<file path="config.mk">
export PLATFORM = sky130hd
export DESIGN_NAME = iod_decoder
export DESIGN_NICKNAME = d
export VERILOG_FILES = /design/src/iod_decoder.v
export VERILOG_INCLUDE_DIRS = /design/src
export SDC_FILE = /design/constraint.sdc
export NUM_CORES = 1
export LEC_CHECK = 0
export BUFFER_PORTS_ARGS = -buffer_cell sky130_fd_sc_hd__buf_2
export CORE_ASPECT_RATIO = 0.5
export CORE_MARGIN = 5
export CORE_UTILIZATION = 49
export DETAILED_ROUTE_END_ITERATION = 8
export HOLD_SLACK_MARGIN = 0.08
export PLACE_DENSITY = 0.81
export SLEW_MARGIN = 20
export SYNTH_ARGS = -nofsm -noshare
export SYNTH_HDL_FRONTEND = slang
export SYNTH_SLANG_ARGS = --single-unit
</file>
<file path="constraint.sdc">
create_clock -name pclk -period 2.1 [get_ports pclk]
set_input_delay 0.105 -clock pclk [delete_from_list [all_inputs] [get_ports pclk]]
set_output_delay 0.105 -clock pclk [all_outputs]
set_load 0.01 [all_outputs]
</file>
<file path="src/iod_map.vh">
`ifndef IOD_MAP_VH
`define IOD_MAP_VH
// apb register offsets
`define IOD_CTRL_OFF 12'h000
`define IOD_INSN_OFF 12'h004
`define IOD_ADDR_OFF 12'h008
`define IOD_RES_OFF 12'h00c
`define IOD_STAT_OFF 12'h010
`define IOD_CLR_OFF 12'h014
`define IOD_EN_OFF 12'h018
// ctrl fields
`define IOD_CTRL_LVL_LO 0
`define IOD_CTRL_LVL_HI 2
`define IOD_CTRL_COMPAT2 3
`define IOD_CTRL_CU0 4
`define IOD_CTRL_CU1 5
`define IOD_CTRL_CU2 6
`define IOD_CTRL_BIGEND 7
`define IOD_CTRL_SYS_LDST 8
`define IOD_CTRL_RST 32'h0000_0004
// result fields
`define IOD_RES_CLASS_LO 0
`define IOD_RES_CLASS_HI 3
`define IOD_RES_RI 4
`define IOD_RES_CPU 5
`define IOD_RES_ADEL 6
`define IOD_RES_STALL 7
`define IOD_RES_IDX 8
`define IOD_RES_FPXFER 9
`define IOD_RES_CTRLREG 10
`define IOD_RES_DWORD 11
`define IOD_RES_MSB_LO 12
`define IOD_RES_MSB_HI 14
// status bits: ri, cpu, adel, stall
`define IOD_NEV 4
// operation classes
`define IOD_C_NONE 4'h0
`define IOD_C_INT 4'h1
`define IOD_C_FUNC 4'h2
`define IOD_C_RIMM 4'h3
`define IOD_C_FPCLS 4'h4
`define IOD_C_FPIDX 4'h5
`define IOD_C_FPLS 4'h6
`define IOD_C_LDST 4'h7
`define IOD_C_PREFETCH_OP 4'h8
`define IOD_C_COP 4'h9
`endif

</file>
<file path="src/iod_decoder.v">
`timescale 1ns/1ps
`include "iod_map.vh"
module iod_decoder (
    input wire pclk,
    input wire presetn,
    input wire psel,
    input wire penable,
    input wire pwrite,
    input wire [11:0] paddr,
    input wire [31:0] pwdata,
    output reg [31:0] prdata,
    output wire pready,
    output wire pslverr,
    output wire irq
);

// ------------------------------------------------
// registers
// ------------------------------------------------
reg [31:0] ctrl_q;
reg [31:0] insn_q;
reg [31:0] addr_q;
reg [15:0] res_q;
wire [`IOD_NEV-1:0] stat_q;
reg [`IOD_NEV-1:0] en_q;
reg [4:0] last_ft_q;
reg last_fpload_q;
reg [`IOD_NEV-1:0] ev;

wire wr = psel & penable & pwrite;
wire is_ctrl = (paddr == `IOD_CTRL_OFF);
wire is_insn = (paddr == `IOD_INSN_OFF);
wire is_addr = (paddr == `IOD_ADDR_OFF);
wire is_res = (paddr == `IOD_RES_OFF);
wire is_stat = (paddr == `IOD_STAT_OFF);
wire is_clr = (paddr == `IOD_CLR_OFF);
wire is_en = (paddr == `IOD_EN_OFF);
wire mapped = is_ctrl | is_insn | is_addr | is_res | is_stat | is_clr | is_en;

assign pready = 1'b1;
assign pslverr = psel & penable & ~mapped;
assign irq = |(stat_q & en_q);

// ------------------------------------------------
// field extraction
// ------------------------------------------------
wire [2:0] lvl = ctrl_q[`IOD_CTRL_LVL_HI:`IOD_CTRL_LVL_LO];
wire [2:0] elvl = ctrl_q[`IOD_CTRL_COMPAT2] && lvl > 3'd2 ? 3'd2 : lvl;
wire l2 = elvl >= 3'd2;
wire l3 = elvl >= 3'd3;
wire l4 = elvl >= 3'd4;
wire [2:0] orow = insn_q[31:29];
wire [2:0] ocol = insn_q[28:26];
wire [2:0] frow = insn_q[5:3];
wire [2:0] fcol = insn_q[2:0];
wire [4:0] rt = insn_q[20:16];
wire [4:0] rs = insn_q[25:21];
wire [4:0] ft = insn_q[20:16];

// ------------------------------------------------
// decode
// ------------------------------------------------
reg [3:0] cls;
reg ri;
reg cpu;
reg fpins;
reg fpload;
reg idx;
reg ctrlreg;
reg dword;
reg [2:0] asize;
reg [4:0] dst;
always @* begin
    cls = `IOD_C_INT;
    ri = 1'b0;
    cpu = 1'b0;
    fpins = 1'b0;
    fpload = 1'b0;
    idx = 1'b0;
    ctrlreg = 1'b0;
    dword = 1'b0;
    asize = 3'd0;
    dst = ft;
    case (orow)
        3'd0: begin
            if (ocol == 3'd0) begin
                cls = `IOD_C_FUNC;
                case (frow)
                    3'd0: ri = (fcol == 3'd5) | (fcol == 3'd1 & ~l4);
                    3'd1: begin
                        if (fcol == 3'd2 || fcol == 3'd3)
                            ri = ~l4;
                        else if (fcol == 3'd7)
                            ri = ~l2;
                        else
                            ri = (fcol == 3'd6) | (fcol == 3'd3);
                    end
                    3'd2: ri = (fcol == 3'd5) | (fcol[2] & ~l3);
                    3'd3: ri = fcol[2] & ~l3;
                    3'd4: ri = 1'b0;
                    3'd5: ri = (fcol[2:1] == 2'd0) | ~l3 & (fcol[2:1] != 2'd1);
                    3'd6: ri = (fcol == 3'd5) | (fcol == 3'd7) | ~l2;
                    default: ri = (fcol == 3'd1) | (fcol == 3'd5) | ~l3;
                endcase
            end else if (ocol == 3'd1) begin
                cls = `IOD_C_RIMM;
                if (rt[4:3] == 2'd0)
                    ri = rt[2] | (rt[1] & ~l2);
                else if (rt[4:3] == 2'd1)
                    ri = (rt[2:0] == 3'd5) | (rt[2:0] == 3'd7) | ~l2;
                else if (rt[4:3] == 2'd2)
                    ri = rt[2:1] != 2'd0 | rt[1];
                else
                    ri = 1'b1;
            end
        end
        3'd1: cls = `IOD_C_INT;
        3'd2: begin
            if (ocol[2]) begin
                ri = ~l2;
            end else if (ocol == 3'd1) begin
                cls = `IOD_C_FPCLS;
                fpins = 1'b1;
                cpu = ~ctrl_q[`IOD_CTRL_CU1];
                // control register moves are word only
                ctrlreg = (rs == 5'd2) | (rs == 5'd6);
                dword = (rs == 5'd1) | (rs == 5'd5);
                ri = dword & ~l3;
                dst = insn_q[15:11];
                fpload = (rs == 5'd4) | (rs == 5'd5);
            end else if (ocol == 3'd3) begin
                // indexed fp class, level four only
                cls = `IOD_C_FPIDX;
                ri = ~l4;
                fpins = l4;
                cpu = l4 & ~ctrl_q[`IOD_CTRL_CU1];
                idx = l4;
                dword = insn_q[0];
                asize = insn_q[0] ? 3'd7 : 3'd3;
                fpload = l4 & (insn_q[5:3] == 3'd0);
                dst = insn_q[10:6];
            end else begin
                cls = `IOD_C_COP;
                cpu = ocol[1] ? ~ctrl_q[`IOD_CTRL_CU2] : ~ctrl_q[`IOD_CTRL_CU0];
            end
        end
        3'd3: begin
            // wide immediates and unaligned doubleword loads
            ri = ocol[2] | ~l3;
        end
        3'd4: begin
            cls = `IOD_C_LDST;
            ri = (ocol == 3'd7) & ~l3;
        end
        3'd5: begin
            cls = `IOD_C_LDST;
            ri = (ocol == 3'd7) | ((ocol == 3'd4 || ocol == 3'd5) & ~l3);
        end
        default: begin
            cls = `IOD_C_LDST;
            case (ocol)
                3'd0: ri = ~l2;
                3'd1: begin
                    cls = `IOD_C_FPLS;
                    fpins = 1'b1;
                    cpu = ~ctrl_q[`IOD_CTRL_CU1];
                    asize = 3'd3;
                    fpload = ~orow[0];
                end
                3'd2: begin
                    cls = `IOD_C_COP;
                    cpu = ~ctrl_q[`IOD_CTRL_CU2];
                end
                3'd3: begin
                    if (!orow[0] && l4)
                        cls = `IOD_C_PREFETCH_OP;
                    else
                        ri = ~l3 | orow[0];
                end
                3'd4: ri = ~l3;
                3'd5: begin
                    cls = `IOD_C_FPLS;
                    fpins = l2;
                    ri = ~l2;
                    cpu = l2 & ~ctrl_q[`IOD_CTRL_CU1];
                    asize = 3'd7;
                    dword = 1'b1;
                    fpload = l2 & ~orow[0];
                end
                3'd6: begin
                    cls = `IOD_C_COP;
                    ri = ~ctrl_q[`IOD_CTRL_SYS_LDST] | ~l2;
                    cpu = ~ri & ~ctrl_q[`IOD_CTRL_CU0];
                end
                default: begin
                    ri = ~l3;
                    dword = 1'b1;
                end
            endcase
        end
    endcase
end

wire adel = ~ri & ~cpu & ((addr_q[2:0] & asize) != 3'd0);
// msb byte lane: big endian lowest, else highest
wire [2:0] msb_lane = ctrl_q[`IOD_CTRL_BIGEND] ? addr_q[2:0] : addr_q[2:0] | asize;
// stall when next use reads last fp load target
wire uses_ft = fpins & ~fpload & ((insn_q[20:16] == last_ft_q) | (insn_q[15:11] == last_ft_q));
wire stall = l2 & last_fpload_q & uses_ft;

// ------------------------------------------------
// write strobes and retire qualifiers
// ------------------------------------------------
wire wr_ctrl = wr & is_ctrl;
wire wr_insn = wr & is_insn;
wire wr_addr = wr & is_addr;
wire wr_clr = wr & is_clr;
wire wr_en = wr & is_en;
wire fp_xfer = fpins & ~ri & ~cpu;
wire load_retires = fpload & ~ri & ~cpu & ~adel;

// ------------------------------------------------
// event vector
// ------------------------------------------------
always @* begin
    ev = {stall, adel, cpu, ri};
end

// ------------------------------------------------
// software registers
// ------------------------------------------------
always @(posedge pclk or negedge presetn) begin
    if (!presetn) begin
        ctrl_q <= `IOD_CTRL_RST;
    end else if (wr_ctrl) begin
        ctrl_q <= pwdata;
    end
end

always @(posedge pclk or negedge presetn) begin
    if (!presetn) begin
        insn_q <= 32'h0000_0000;
    end else if (wr_insn) begin
        insn_q <= pwdata;
    end
end

always @(posedge pclk or negedge presetn) begin
    if (!presetn) begin
        addr_q <= 32'h0000_0000;
    end else if (wr_addr) begin
        addr_q <= pwdata;
    end
end

always @(posedge pclk or negedge presetn) begin
    if (!presetn) begin
        en_q <= {`IOD_NEV{1'b0}};
    end else if (wr_en) begin
        en_q <= pwdata[`IOD_NEV-1:0];
    end
end

// ------------------------------------------------
// decode result
// ------------------------------------------------
// transfer flag only, no fp trap bits
always @(posedge pclk or negedge presetn) begin
    if (!presetn) begin
        res_q <= 16'h0000;
    end else begin
        res_q <= {1'b0, msb_lane, dword, ctrlreg, fp_xfer, idx, stall, adel, cpu, ri, cls};
    end
end

// instruction retires when next is written
always @(posedge pclk or negedge presetn) begin
    if (!presetn) begin
        last_fpload_q <= 1'b0;
        last_ft_q <= 5'd0;
    end else if (wr_insn) begin
        last_fpload_q <= load_retires;
        last_ft_q <= dst;
    end
end

// ------------------------------------------------
// sticky status, one flop per event
// ------------------------------------------------
genvar gi;
generate
    for (gi = 0; gi < `IOD_NEV; gi = gi + 1) begin : g_stat
        reg flag_q;
        // set wins over clear
        always @(posedge pclk or negedge presetn) begin
            if (!presetn) begin
                flag_q <= 1'b0;
            end else if (ev[gi] && !wr_insn) begin
                flag_q <= 1'b1;
            end else if (wr_clr && pwdata[gi]) begin
                flag_q <= 1'b0;
            end
        end
        assign stat_q[gi] = flag_q;
    end
endgenerate

// ------------------------------------------------
// read data
// ------------------------------------------------

always @* begin
    if (is_ctrl)
        prdata = ctrl_q;
    else if (is_insn)
        prdata = insn_q;
    else if (is_addr)
        prdata = addr_q;
    else if (is_res)
        prdata = {16'h0000, res_q};
    else if (is_stat)
        prdata = {{(32-`IOD_NEV){1'b0}}, stat_q};
    else if (is_en)
        prdata = {{(32-`IOD_NEV){1'b0}}, en_q};
    else
        prdata = 32'h0000_0000;
end

endmodule // iod_decoder

</file>
== Yosys cells after proc, flatten, opt, wreduce, memory -nomap -nowiden ==
Index checks and enable logic that the tools add are counted.
Storage, ports and cells
  register bits after elaboration: 125
  bits of input ports: 49
  output and inout port bits: 35
  logic and storage cells: 241
Cells by class
  $lt $le $gt $ge: 4
  eq/ne operators: 42
  muxes and demuxes: 75
  bitwise logic cells: 74
  reductions and logical operators: 35
Operators with widths (number)
  two-way mux 32 bit: 3
  == test 3 bit, second input constant: 14
  two-way mux 1 bit: 39
  == test 12 x 5 -> 1 bit, second input constant: 3
  AND 1 bit: 31
  bitwise OR 1 bit: 26
  == test 12 x 4 -> 1 bit, second input constant: 2
  == test 3 x 2 -> 1 bit, second input constant: 8
  two-way mux 4 bit: 6
  two-way mux 5 bit: 4
  two-way mux 3 bit: 6
  case mux 4 bit (4 select lines): 1
  == test 5 x 3 -> 1 bit, second input constant: 3
  two-way mux 15 bit: 1
  NOT 1 bit: 14
  == test 12 x 3 -> 1 bit, second input constant: 1
  == test 3 x 1 -> 1 bit, second input constant: 4
  zero test 12 bit: 1
  case mux 1 bit (2 select lines): 6
  case mux 3 bit (2 select lines): 2
  case mux 4 bit (3 select lines): 1
  OR reduction 2 bit: 6
  == test 5 bit: 2
  logical AND 1 bit: 10
  other kinds (24): 36

== Longest topological paths before layout ==
Gate-level depths: netlist of run 1.
  depth in word-level cells: 16
  gate-level depth with buffers: 7
  gate-level depth less buffers: 6

== Least setup slack after synthesis of run 1 ==
OpenSTA, ideal clock, no wires.
  path type: register -> register
  from: reg ctrl_q[2]
  to: reg g_stat[2].flag_q
  library setup time: 0.103 ns
  data arrival time: 1.959 ns
  required time: 1.997 ns
  setup slack: 0.037 ns
  cell stages (with the launch flop): 8
  buffers on the path: 1
  clock period less this slack: 2.063 ns
  cells stage by stage: dfstp_2 -> clkbuf_2 -> a21oi_1 -> or3_1 -> a41o_1 -> a211oi_1 -> o22ai_2 -> o41ai_2
On the way
  word-level cells in the longest chain between the ends: 16
  elaborated cells on any way between the ends: 57
  classes of those cells: order compare (4); mux (20); bitwise (29); reduce/logical (4)
RTL lines
  start, declared: RTL line iod_decoder.v:20  | reg [31:0] ctrl_q;
  start signal, assigned: RTL line iod_decoder.v:234  | ctrl_q <= `IOD_CTRL_RST;
  start signal, assigned: RTL line iod_decoder.v:236  | ctrl_q <= pwdata;
  > comparator 3 x 2 -> 1 bit: RTL line iod_decoder.v:48  | wire [2:0] elvl = ctrl_q[`IOD_CTRL_COMPAT2] && lvl > 3'd2 ? 3'd2 : lvl;
  logical AND 1 bit: RTL line iod_decoder.v:48
  two-way mux 3 bit (*): RTL line iod_decoder.v:48
  greater-or-equal comparator 3 x 2 -> 1 bit: RTL line iod_decoder.v:49  | wire l2 = elvl >= 3'd2;
  NOT 1 bit
  bitwise OR 1 bit / AND 1 bit (equally long branches): RTL line iod_decoder.v:110, iod_decoder.v:108
  two-way mux 1 bit / bitwise OR 1 bit (equally long branches): RTL line iod_decoder.v:109, iod_decoder.v:108
  two-way mux 1 bit: RTL line iod_decoder.v:107  | if (rt[4:3] == 2'd0)
  two-way mux 1 bit: RTL line iod_decoder.v:105  | end else if (ocol == 3'd1) begin
  two-way mux 1 bit: RTL line iod_decoder.v:86  | if (ocol == 3'd0) begin
  case mux 1 bit (6 select lines) (*): RTL line iod_decoder.v:84  | case (orow)
  named net ri: RTL line iod_decoder.v:64  | reg ri;
  NOT 1 bit (*): RTL line iod_decoder.v:204  | wire adel = ~ri & ~cpu & ((addr_q[2:0] & asize) != 3'd0);
  AND 1 bit (*) (2 in a row): RTL line iod_decoder.v:204
  logical AND 1 bit (*): RTL line iod_decoder.v:298  | end else if (ev[gi] && !wr_insn) begin
  two-way mux 1 bit / nonzero test 2 bit (equally long branches)
  end signal, assigned: RTL line iod_decoder.v:297  | flag_q <= 1'b0;
  end signal, assigned: RTL line iod_decoder.v:299  | flag_q <= 1'b1;
  end signal, assigned: RTL line iod_decoder.v:301  | flag_q <= 1'b0;
  end, declared: RTL line iod_decoder.v:293  | reg flag_q;
Mark *: on every way through the listed nets, which the timed path passes. The rest lies on a longest branch.
A chain may end at the register's enable or synchronous reset.

== Worst setup path in the final report of run 1 ==
  from: reg ctrl_q[2]
  to: reg res_q[6]
On the way
  word-level cells in the longest chain between the ends: 14
  elaborated cells on any way between the ends: 54
  classes of those cells: order compare (4); mux (19); bitwise (29); reduce/logical (2)
RTL lines
  > comparator 3 x 2 -> 1 bit: RTL line iod_decoder.v:48
  logical AND 1 bit: RTL line iod_decoder.v:48
  two-way mux 3 bit (*): RTL line iod_decoder.v:48
  greater-or-equal comparator 3 x 2 -> 1 bit: RTL line iod_decoder.v:49
  NOT 1 bit
  bitwise OR 1 bit / AND 1 bit (equally long branches): RTL line iod_decoder.v:110, iod_decoder.v:108
  two-way mux 1 bit / bitwise OR 1 bit (equally long branches): RTL line iod_decoder.v:109, iod_decoder.v:108
  two-way mux 1 bit: RTL line iod_decoder.v:107
  two-way mux 1 bit: RTL line iod_decoder.v:105
  two-way mux 1 bit: RTL line iod_decoder.v:86
  case mux 1 bit (6 select lines) (*): RTL line iod_decoder.v:84
  named net ri: RTL line iod_decoder.v:64
  NOT 1 bit (*): RTL line iod_decoder.v:204
  AND 1 bit (*) (2 in a row): RTL line iod_decoder.v:204
  named net adel: RTL line iod_decoder.v:204
  end signal, assigned: RTL line iod_decoder.v:272  | res_q <= {1'b0, msb_lane, dword, ctrlreg, fp_xfer, idx, stall, adel, cpu, ri, cls};
  end, declared: RTL line iod_decoder.v:23  | reg [15:0] res_q;
Marks and branches as above.

==> results of run 1 <==
## registers in the layout, summed over array words and instances, names as in the netlist
name,flops
last_fpload_q,1
g_stat.flag_q,4
insn_q,32
addr_q,32
res_q,15
ctrl_q,32
en_q,4
last_ft_q,5
## logic make-up after synthesis
kind of cell,Yosys count,synth area share (%)
AO/OA/AOI/OAI,118,13.86
XOR/XNOR,10,1.366
buffers and inverters,69,4.938
flip-flops,125,48.82
multiplexers,72,14.33
other,1,0.05850
AND/OR/NAND/NOR,229,16.63
## metal layers
layer | wire length [um] | vias up | global-route usage, %
li1 | - | 2511 | -
met1 | 8207 | 2679 | 35.29
met2 | 8703 | 288 | 37.71
met3 | 1579 | 46 | 5.597
met4 | 431 | 0 | 8.306
met5 | 0 | - | 0
## repair_timing
item                       in CTS  in global routing
setup endpoints to repair       1                  4
pin swaps                       1                  4
hold buffers                   33                  0
hold endpoints to repair      143                  0
resized for setup               1                  9
## cell usage in the layout (no fill, tap or decap), types with 7 or more instances in the layout
cell and count:
dfrtp_1 124, buf_12 8, nand2_1 137, dlygate4sd3_1 33, a22oi_1 7, inv_1 27, o22ai_1 8, clkbuf_16 17
mux2_2 36, a21oi_1 11, mux2_4 30, o21ai_0 25, nor2_1 29, nor3_1 16, buf_2 81, a222oi_1 22
buf_4 40, nand3_1 12
## per-stage QoR
stage | total power [mW] | instance area [sq um]
floorplan | 2.501 | 6410
global route | 6.056 | 8328
global placement | 2.634 | 7289
detailed placement | 2.639 | 7289
CTS | 5.892 | 8278
finish | 5.874 | 8328
## power by group
part | switching, mW | internal [mW] | total, mW
clock network | 1.08 | 2.15 | 3.23
registers | 0.00514 | 2.41 | 2.42
logic | 0.125 | 0.101 | 0.226
## area by class of cell
cell class	instances	share of cell area (%)
Clock buffer	23	5.980
Clock inverter	9	1.863
Timing Repair Buffer	162	14.36
Multi-Input combinational cell	430	36.45
Inverter	27	1.217
Tap cell	170	2.554
Sequential cell	125	37.58
## critical path: stages (launching register included)
cell	delay [ns]
dfstp_2	0.55
a21oi_1	0.06
or3_1	0.32
a41o_1	0.25
a211oi_2	0.29
o22ai_4	0.16
nor3_1	0.27
## final timing paths
path | to | from | slack, ns | cells past startpoint
setup / recovery | res_q[6]$_DFF_PN0_ | ctrl_q[2]$_DFFE_PN1P_ | 0.09 | 6
hold / removal | insn_q[21]$_DFFE_PN0P_ | presetn | 0.23 | 2
setup reg to reg | res_q[6]$_DFF_PN0_ | ctrl_q[2]$_DFFE_PN1P_ | 0.09 | 6
hold reg to reg | last_fpload_q$_DFFE_PN0P_ | last_fpload_q$_DFFE_PN0P_ | 0.50 | 2
max in group asynchronous | ctrl_q[2]$_DFFE_PN1P_ | presetn | 1.18 | 3
min in group pclk | g_stat[1].flag_q$_DFFE_PN0P_ | paddr[4] | 0.31 | 5
==> results by group, run 1 <==
Run status
  – Outcome: finished, final reports clean

Placed design
  – Dpl cells: a little under 900
  – Worst slack, placed: about 0.023 ns
  – Port Buf Inserts: 82
  – Gpl congestion: 0.9730
  – Dpl hpwl: 12.29 mm

Route
  – Vias per cell: roughly 5.8
  – Routed Antenna Nets: 0
  – Wire length per cell: about 20 um
  – Drc violations: 0
  – Iteration-0 DRC Markers: ~670
  – Via count: 5524
  – DRT Pass-1 Iters: 9
  – Final wirelength: about 19 mm

GRT
  – GRT Util Overall: around 25%
  – First-pass GRT wire length: just over 30 mm
  – Initial antenna violation count: 0
  – Grt ovf: 0
  – Vias in the first global route: 5519
  – Largest net degree at the start of global routing: 46

Synth
  – Mapped Area: between 6000 and 7000 sq um
  – Cell with the most instances after synthesis: nand2_1
  – Synth top area share: about half
  – Yosys warns: 0
  – Post-synth EDFFs: 0
  – Commonest cells in the netlist: nand2_1 (137), dfrtp_1 (124), mux2_2 (36), clkbuf_1 (31)
  – Synth top area cells: dfrtp_1 (48%), nand2_1 (8.0%), mux2_4 (7.0%)
  – Synth Flop Type: dfrtp_1
  – Yosys reg bits: between 100 and 150
  – Synth Instances: between 600 and 700
  – Sequential share of the synthesized area: between 40% and 50%
  – Mean Syn Cell Area: 10.27 sq um
  – Syn nets: about 670
  – Netlist cell types: 67
  – Async S/R FF share, synth: between 90% and 100%
  – Cell taking the most area after synthesis: dfrtp_1

Critical path
  – Startpoint types: flip-flop
  – Worst Setup End Kind: flip-flop
  – Setup CP Type: reg2reg
  – Required @ worst endpoint: 2.41 ns
  – Worst Path Max Fanout: 6
  – Worst Path Arrival: around 2.3 ns

Clocking
  – CTS tree: done
  – Clock Sinks: 125
  – CTS Buf Count: 17
  – Longest Clk Path Bufs: 2
  – Clk root buf: clkbuf_16
  – CTS clk-pin slew, worst paths: roughly 0.060 ns
  – Clk Latency, worst-skew pair: about 0.42 ns
  – Post-CTS Setup Inserts: 0
  – H-tree depth: 4

Die
  – Vert. Die Dim: between 90 and 100 um
  – Core Box Area: around 13000 sq um
  – Initial core utilization: 50.33%
  – IO Pins: 84
  – Chip Width: around 170 um
  – Row count: 29
  – Die ar.: ~16000 sq um

Power and ir drop
  – Leak pwr: 4.220 nW
  – VDD IR-drop max: 0.0005472 V
  – PwrDens: ~700 nW/um^2

Finish
  – Antenna Cells: 0
  – Layout cells sized above 1: about a third
  – Fin cells: roughly 950
  – FF/Latch Area: 3129 sq um
  – Area Growth Syn to Fin: 29.92%
  – Final Util: about two thirds
  – Area of the multi-input gates: 3035 sq um
  – Fillers: 961
  – Fin nets: around 810

Timing
  – Tcrit/Tclk final: 95.68%
  – Unrepaired setup endpoints after global routing: no
  – Final Skew: between 0.007 and 0.008 ns
  – Fin. Hold Viols: 0
  – Rel. slew slack: 61.45%
  – Slew @ Worst Pin: 0.5739 ns
  – Final worst slack: slightly above 0.09 ns
  – Hold slack: between 0.2 and 0.25 ns
  – Minimum clock period: between 2 and 2.5 ns
  – Max-slew violation count: 0
  – Setup TNS: 0 ns
  – Fmax: between 0.4 and 0.5 GHz
  – Setup violations, final: 0

Worst hold path
  – Hold WC Path Type: in2async

Flow run
  – Max_cap viols: 0
Power figures use the tool's default switching activity.
==> inputs of run 2 (changes only) <==
--- a/config.mk
+++ b/config.mk
@@ -7,12 +7,12 @@
 export NUM_CORES = 1
 export LEC_CHECK = 0
 export BUFFER_PORTS_ARGS = -buffer_cell sky130_fd_sc_hd__buf_2
-export CORE_ASPECT_RATIO = 0.5
+export CORE_ASPECT_RATIO = 1.2
 export CORE_MARGIN = 5
 export CORE_UTILIZATION = 49
 export DETAILED_ROUTE_END_ITERATION = 8
 export HOLD_SLACK_MARGIN = 0.08
-export PLACE_DENSITY = 0.81
+export PLACE_DENSITY = 0.78
 export SLEW_MARGIN = 20
 export SYNTH_ARGS = -nofsm -noshare
 export SYNTH_HDL_FRONTEND = slang
==> constraint.sdc (replaced) <==
create_clock -name pclk -period 2.4 [get_ports pclk]
set_input_delay 0.12 -clock pclk [delete_from_list [all_inputs] [get_ports pclk]]
set_output_delay 0.12 -clock pclk [all_outputs]
set_load 0.01 [all_outputs]
==> run 2 against run 1 <==
  * Fmax down 9.3%
  * Non-clock buffer count down 19
  * Hold slack better by 0.030 ns
  * Combinational power down 15%
  * Via count down 0.91%
  * Sequential share of layout area up 1.4 points
  * Final area down 3.5%
  * Global-route usage down 1.2 points
  * Critical endpoint is now g_stat[2].flag_q$_DFFE_PN0P_
  * Largest power group unchanged
==> results by group, run 2 (synthesis results as in run 1) <==
Run status
  – Outcome: finished, final reports clean

Timing
  – Slew @ Worst Pin: 0.8225 ns (+0.2487 ns)
  – Tcrit/Tclk final: 92.34% (-3.3 points)
  – Rel. slew slack: 45.17% (-16 points)
  – Max-slew violation count: 0 (unchanged)
  – Fmax: 0.4512 GHz (-9.3%)
  – Final worst slack: 0.1839 ns (+0.09320 ns)
  – Setup violations, final: 0 (unchanged)
  – Final Skew: 0.005446 ns (-0.001818 ns)
  – Fin. Hold Viols: 0 (unchanged)
  – Unrepaired setup endpoints after global routing: no
  – Setup TNS: 0 ns (unchanged)
  – Minimum clock period: 2.216 ns (+0.2068 ns)

Critical path
  – Reg2Reg Setup Slack: 0.18 ns (+0.09 ns)
  – R2R depth: 6 (unchanged)
  – Required @ worst endpoint: 2.72 ns (+0.31 ns)
  – Crit-path slowest cell: dfstp_2
  – RR Startpoint: ctrl_q[2]$_DFFE_PN1P_
  – CP endpoint: g_stat[2].flag_q$_DFFE_PN0P_
  – Crit-path max cell delay: 0.60 ns (+0.05 ns)
  – Setup CP Type: reg2reg
  – Crit path cell chain: a21oi_1 -> or3_1 -> a41o_1 -> a211oi_1 -> o22ai_2 -> o41ai_2
  – Worst Path Max Fanout: 9 (+3)
  – Worst R2R End: g_stat[2].flag_q$_DFFE_PN0P_
  – Worst Path Arrival: 2.54 ns (+0.22 ns)
  – Worst setup startpoint: ctrl_q[2]$_DFFE_PN1P_
  – Startpoint types: flip-flop
  – Worst Setup End Kind: flip-flop

Die
  – Die ar.: 15480 sq um (-0.83%)
  – Chip Width: 114.4 um (-33%)
  – Row count: 45 (+55%)
  – Initial core utilization: 50.37% (about the same)
  – IO Pins: 84 (unchanged)
  – Vert. Die Dim: 135.3 um (+49%)
  – Core Box Area: 12720 sq um (about the same)

Clocking
  – Clock Sinks: 125 (unchanged)
  – H-tree depth: 4 (unchanged)
  – CTS tree: done
  – Clk root buf: clkbuf_16
  – Longest Clk Path Bufs: 2 (unchanged)
  – CTS clk-pin slew, worst paths: 0.06 ns (about the same)
  – Clk Latency, worst-skew pair: 0.42 ns (about the same)
  – CTS Buf Count: 17 (unchanged)
  – Gates resized, CTS repair: 0 (-1)

Route
  – DRT Pass-1 Iters: 6 (-3)
  – Final wirelength: 17.89 mm (-5.4%)
  – Vias per cell: 5.944 (+1.8%)
  – Routed Antenna Nets: 0 (unchanged)
  – Wire length per cell: 19.42 um (-2.9%)
  – Via count: 5474 (-0.91%)
  – Drc violations: 0 (unchanged)
  – Iteration-0 DRC Markers: 448 (-33%)

Finish
  – Fin nets: 793 (-2.3%)
  – Most common cell after layout, fill and taps aside: nand2_1
  – Commonest cells after routing, fill and taps aside: nand2_1 (137), dfrtp_1 (124), buf_2 (81)
  – Final Util: 63.18% (-2.2 points)
  – Area of the multi-input gates: 2980 sq um (-1.8%)
  – Fillers: 973 (+1.2%)
  – Layout cells sized above 1: 29.23% (-2.9 points)
  – FF/Latch Area: 3129 sq um (unchanged)
  – Finished Cell Area: 8039 sq um (-3.5%)
  – Area Growth Syn to Fin: 25.41%
  – Fin cells: 921 (-2.6%)
  – Regs by FF count: addr_q: 32 flops, ctrl_q: 32 flops, insn_q: 32 flops

GRT
  – Met2 Usage GRT: 39.29% (+1.6 points)
  – M1 GR Usage: 29.05% (-6.2 points)
  – Grt ovf: 0 (unchanged)
  – GRT Util Overall: 23.65% (-1.2 points)
  – M3 GR Usage: 4.826% (-0.77 points)
  – Vias in the first global route: 5517 (-0.036%)
  – First-pass GRT wire length: 28.84 mm (-5.1%)
  – Initial antenna violation count: 0 (unchanged)
  – Grt peak-use layer: met2
  – Largest net degree at the start of global routing: 63 (+37%)

Power and ir drop
  – Leak pwr: 4.086 nW (-3.2%)
  – PwrDens: 627.1 nW/um^2 (-11%)
  – VDD IR-drop max: 0.0004725 V (-14%)

Placed design
  – Worst slack, placed: 0.2144 ns (+0.1915 ns)
  – Dpl hpwl: 12.28 mm (-0.15%)
  – Port Buf Inserts: 82 (unchanged)
  – Dpl cells: 856 (-2.8%)
  – Gpl congestion: 0.9986 (+2.6%)
  – Placement Cell Area: 7077 sq um (-2.9%)

Flow run
  – Max_cap viols: 0 (unchanged)

Worst hold path
  – HP Start: paddr[0]
  – Hold WC Path Type: in2reg
run 2: final cells by class:
| type | instances | area share [%] |
|---|---|---|
| clock inverter | 13 | 2.366 |
| inverter | 27 | 1.261 |
| multi-input combinational | 430 | 37.07 |
| clock buffer | 18 | 5.463 |
| sequential | 125 | 38.93 |
| tap | 164 | 2.553 |
| timing repair buffer | 143 | 12.33 |
| antenna | 1 | 0.03113 |
run 2: timing repair:
item,CTS,global route
hold endpoints to repair,163,0
hold buffers,33,0
buffers inserted,0,0
run 2: stage by stage:
step / hold WS [ns] / power, mW
after floorplan: -0.1756 / 2.188
after global placement: 0.2448 / 2.299
after detailed placement: 0.2592 / 2.305
after CTS: 0.2382 / 5.077
after global routing: 0.2778 / 5.208
final: 0.2577 / 5.042
run 2: worst min-delay path by stage:
stage / endpoint / depth (start not counted)
finish: last_fpload_q$_DFFE_PN0P_ / 6
global route: last_fpload_q$_DFFE_PN0P_ / 6
CTS: last_fpload_q$_DFFE_PN0P_ / 6
detailed placement: en_q[2]$_DFFE_PN0P_ / 1
global placement: en_q[0]$_DFFE_PN0P_ / 1
floorplan: addr_q[0]$_DFFE_PN0P_ / 0
run 2: critical path: cells and delay by family (launching register included):
family             cells  cell delay [ns]
AOI/OAI and AO/OA      5             1.18
and+or+nand+nor        1             0.33
DFF                    1             0.60
run 2: report_power, final:
part / leakage, nW / total, mW / switching (mW) / internal, mW
combinational: 2.09 / 0.192 / 0.108 / 0.0843
clock: 0.307 / 2.73 / 0.967 / 1.77
sequential: 1.69 / 2.12 / 0.00430 / 2.11
total: 4.09 / 5.04 / 1.08 / 3.96
run 2: layer usage:
metal  part of all wire (%)  vias up  wire length (um)
met5                      0        -                 0
met2                     50      239              8889
met1                     41     2700              7303
li1                       -     2476                 -
met4                    3.9        0               701
met3                    5.6       59               995
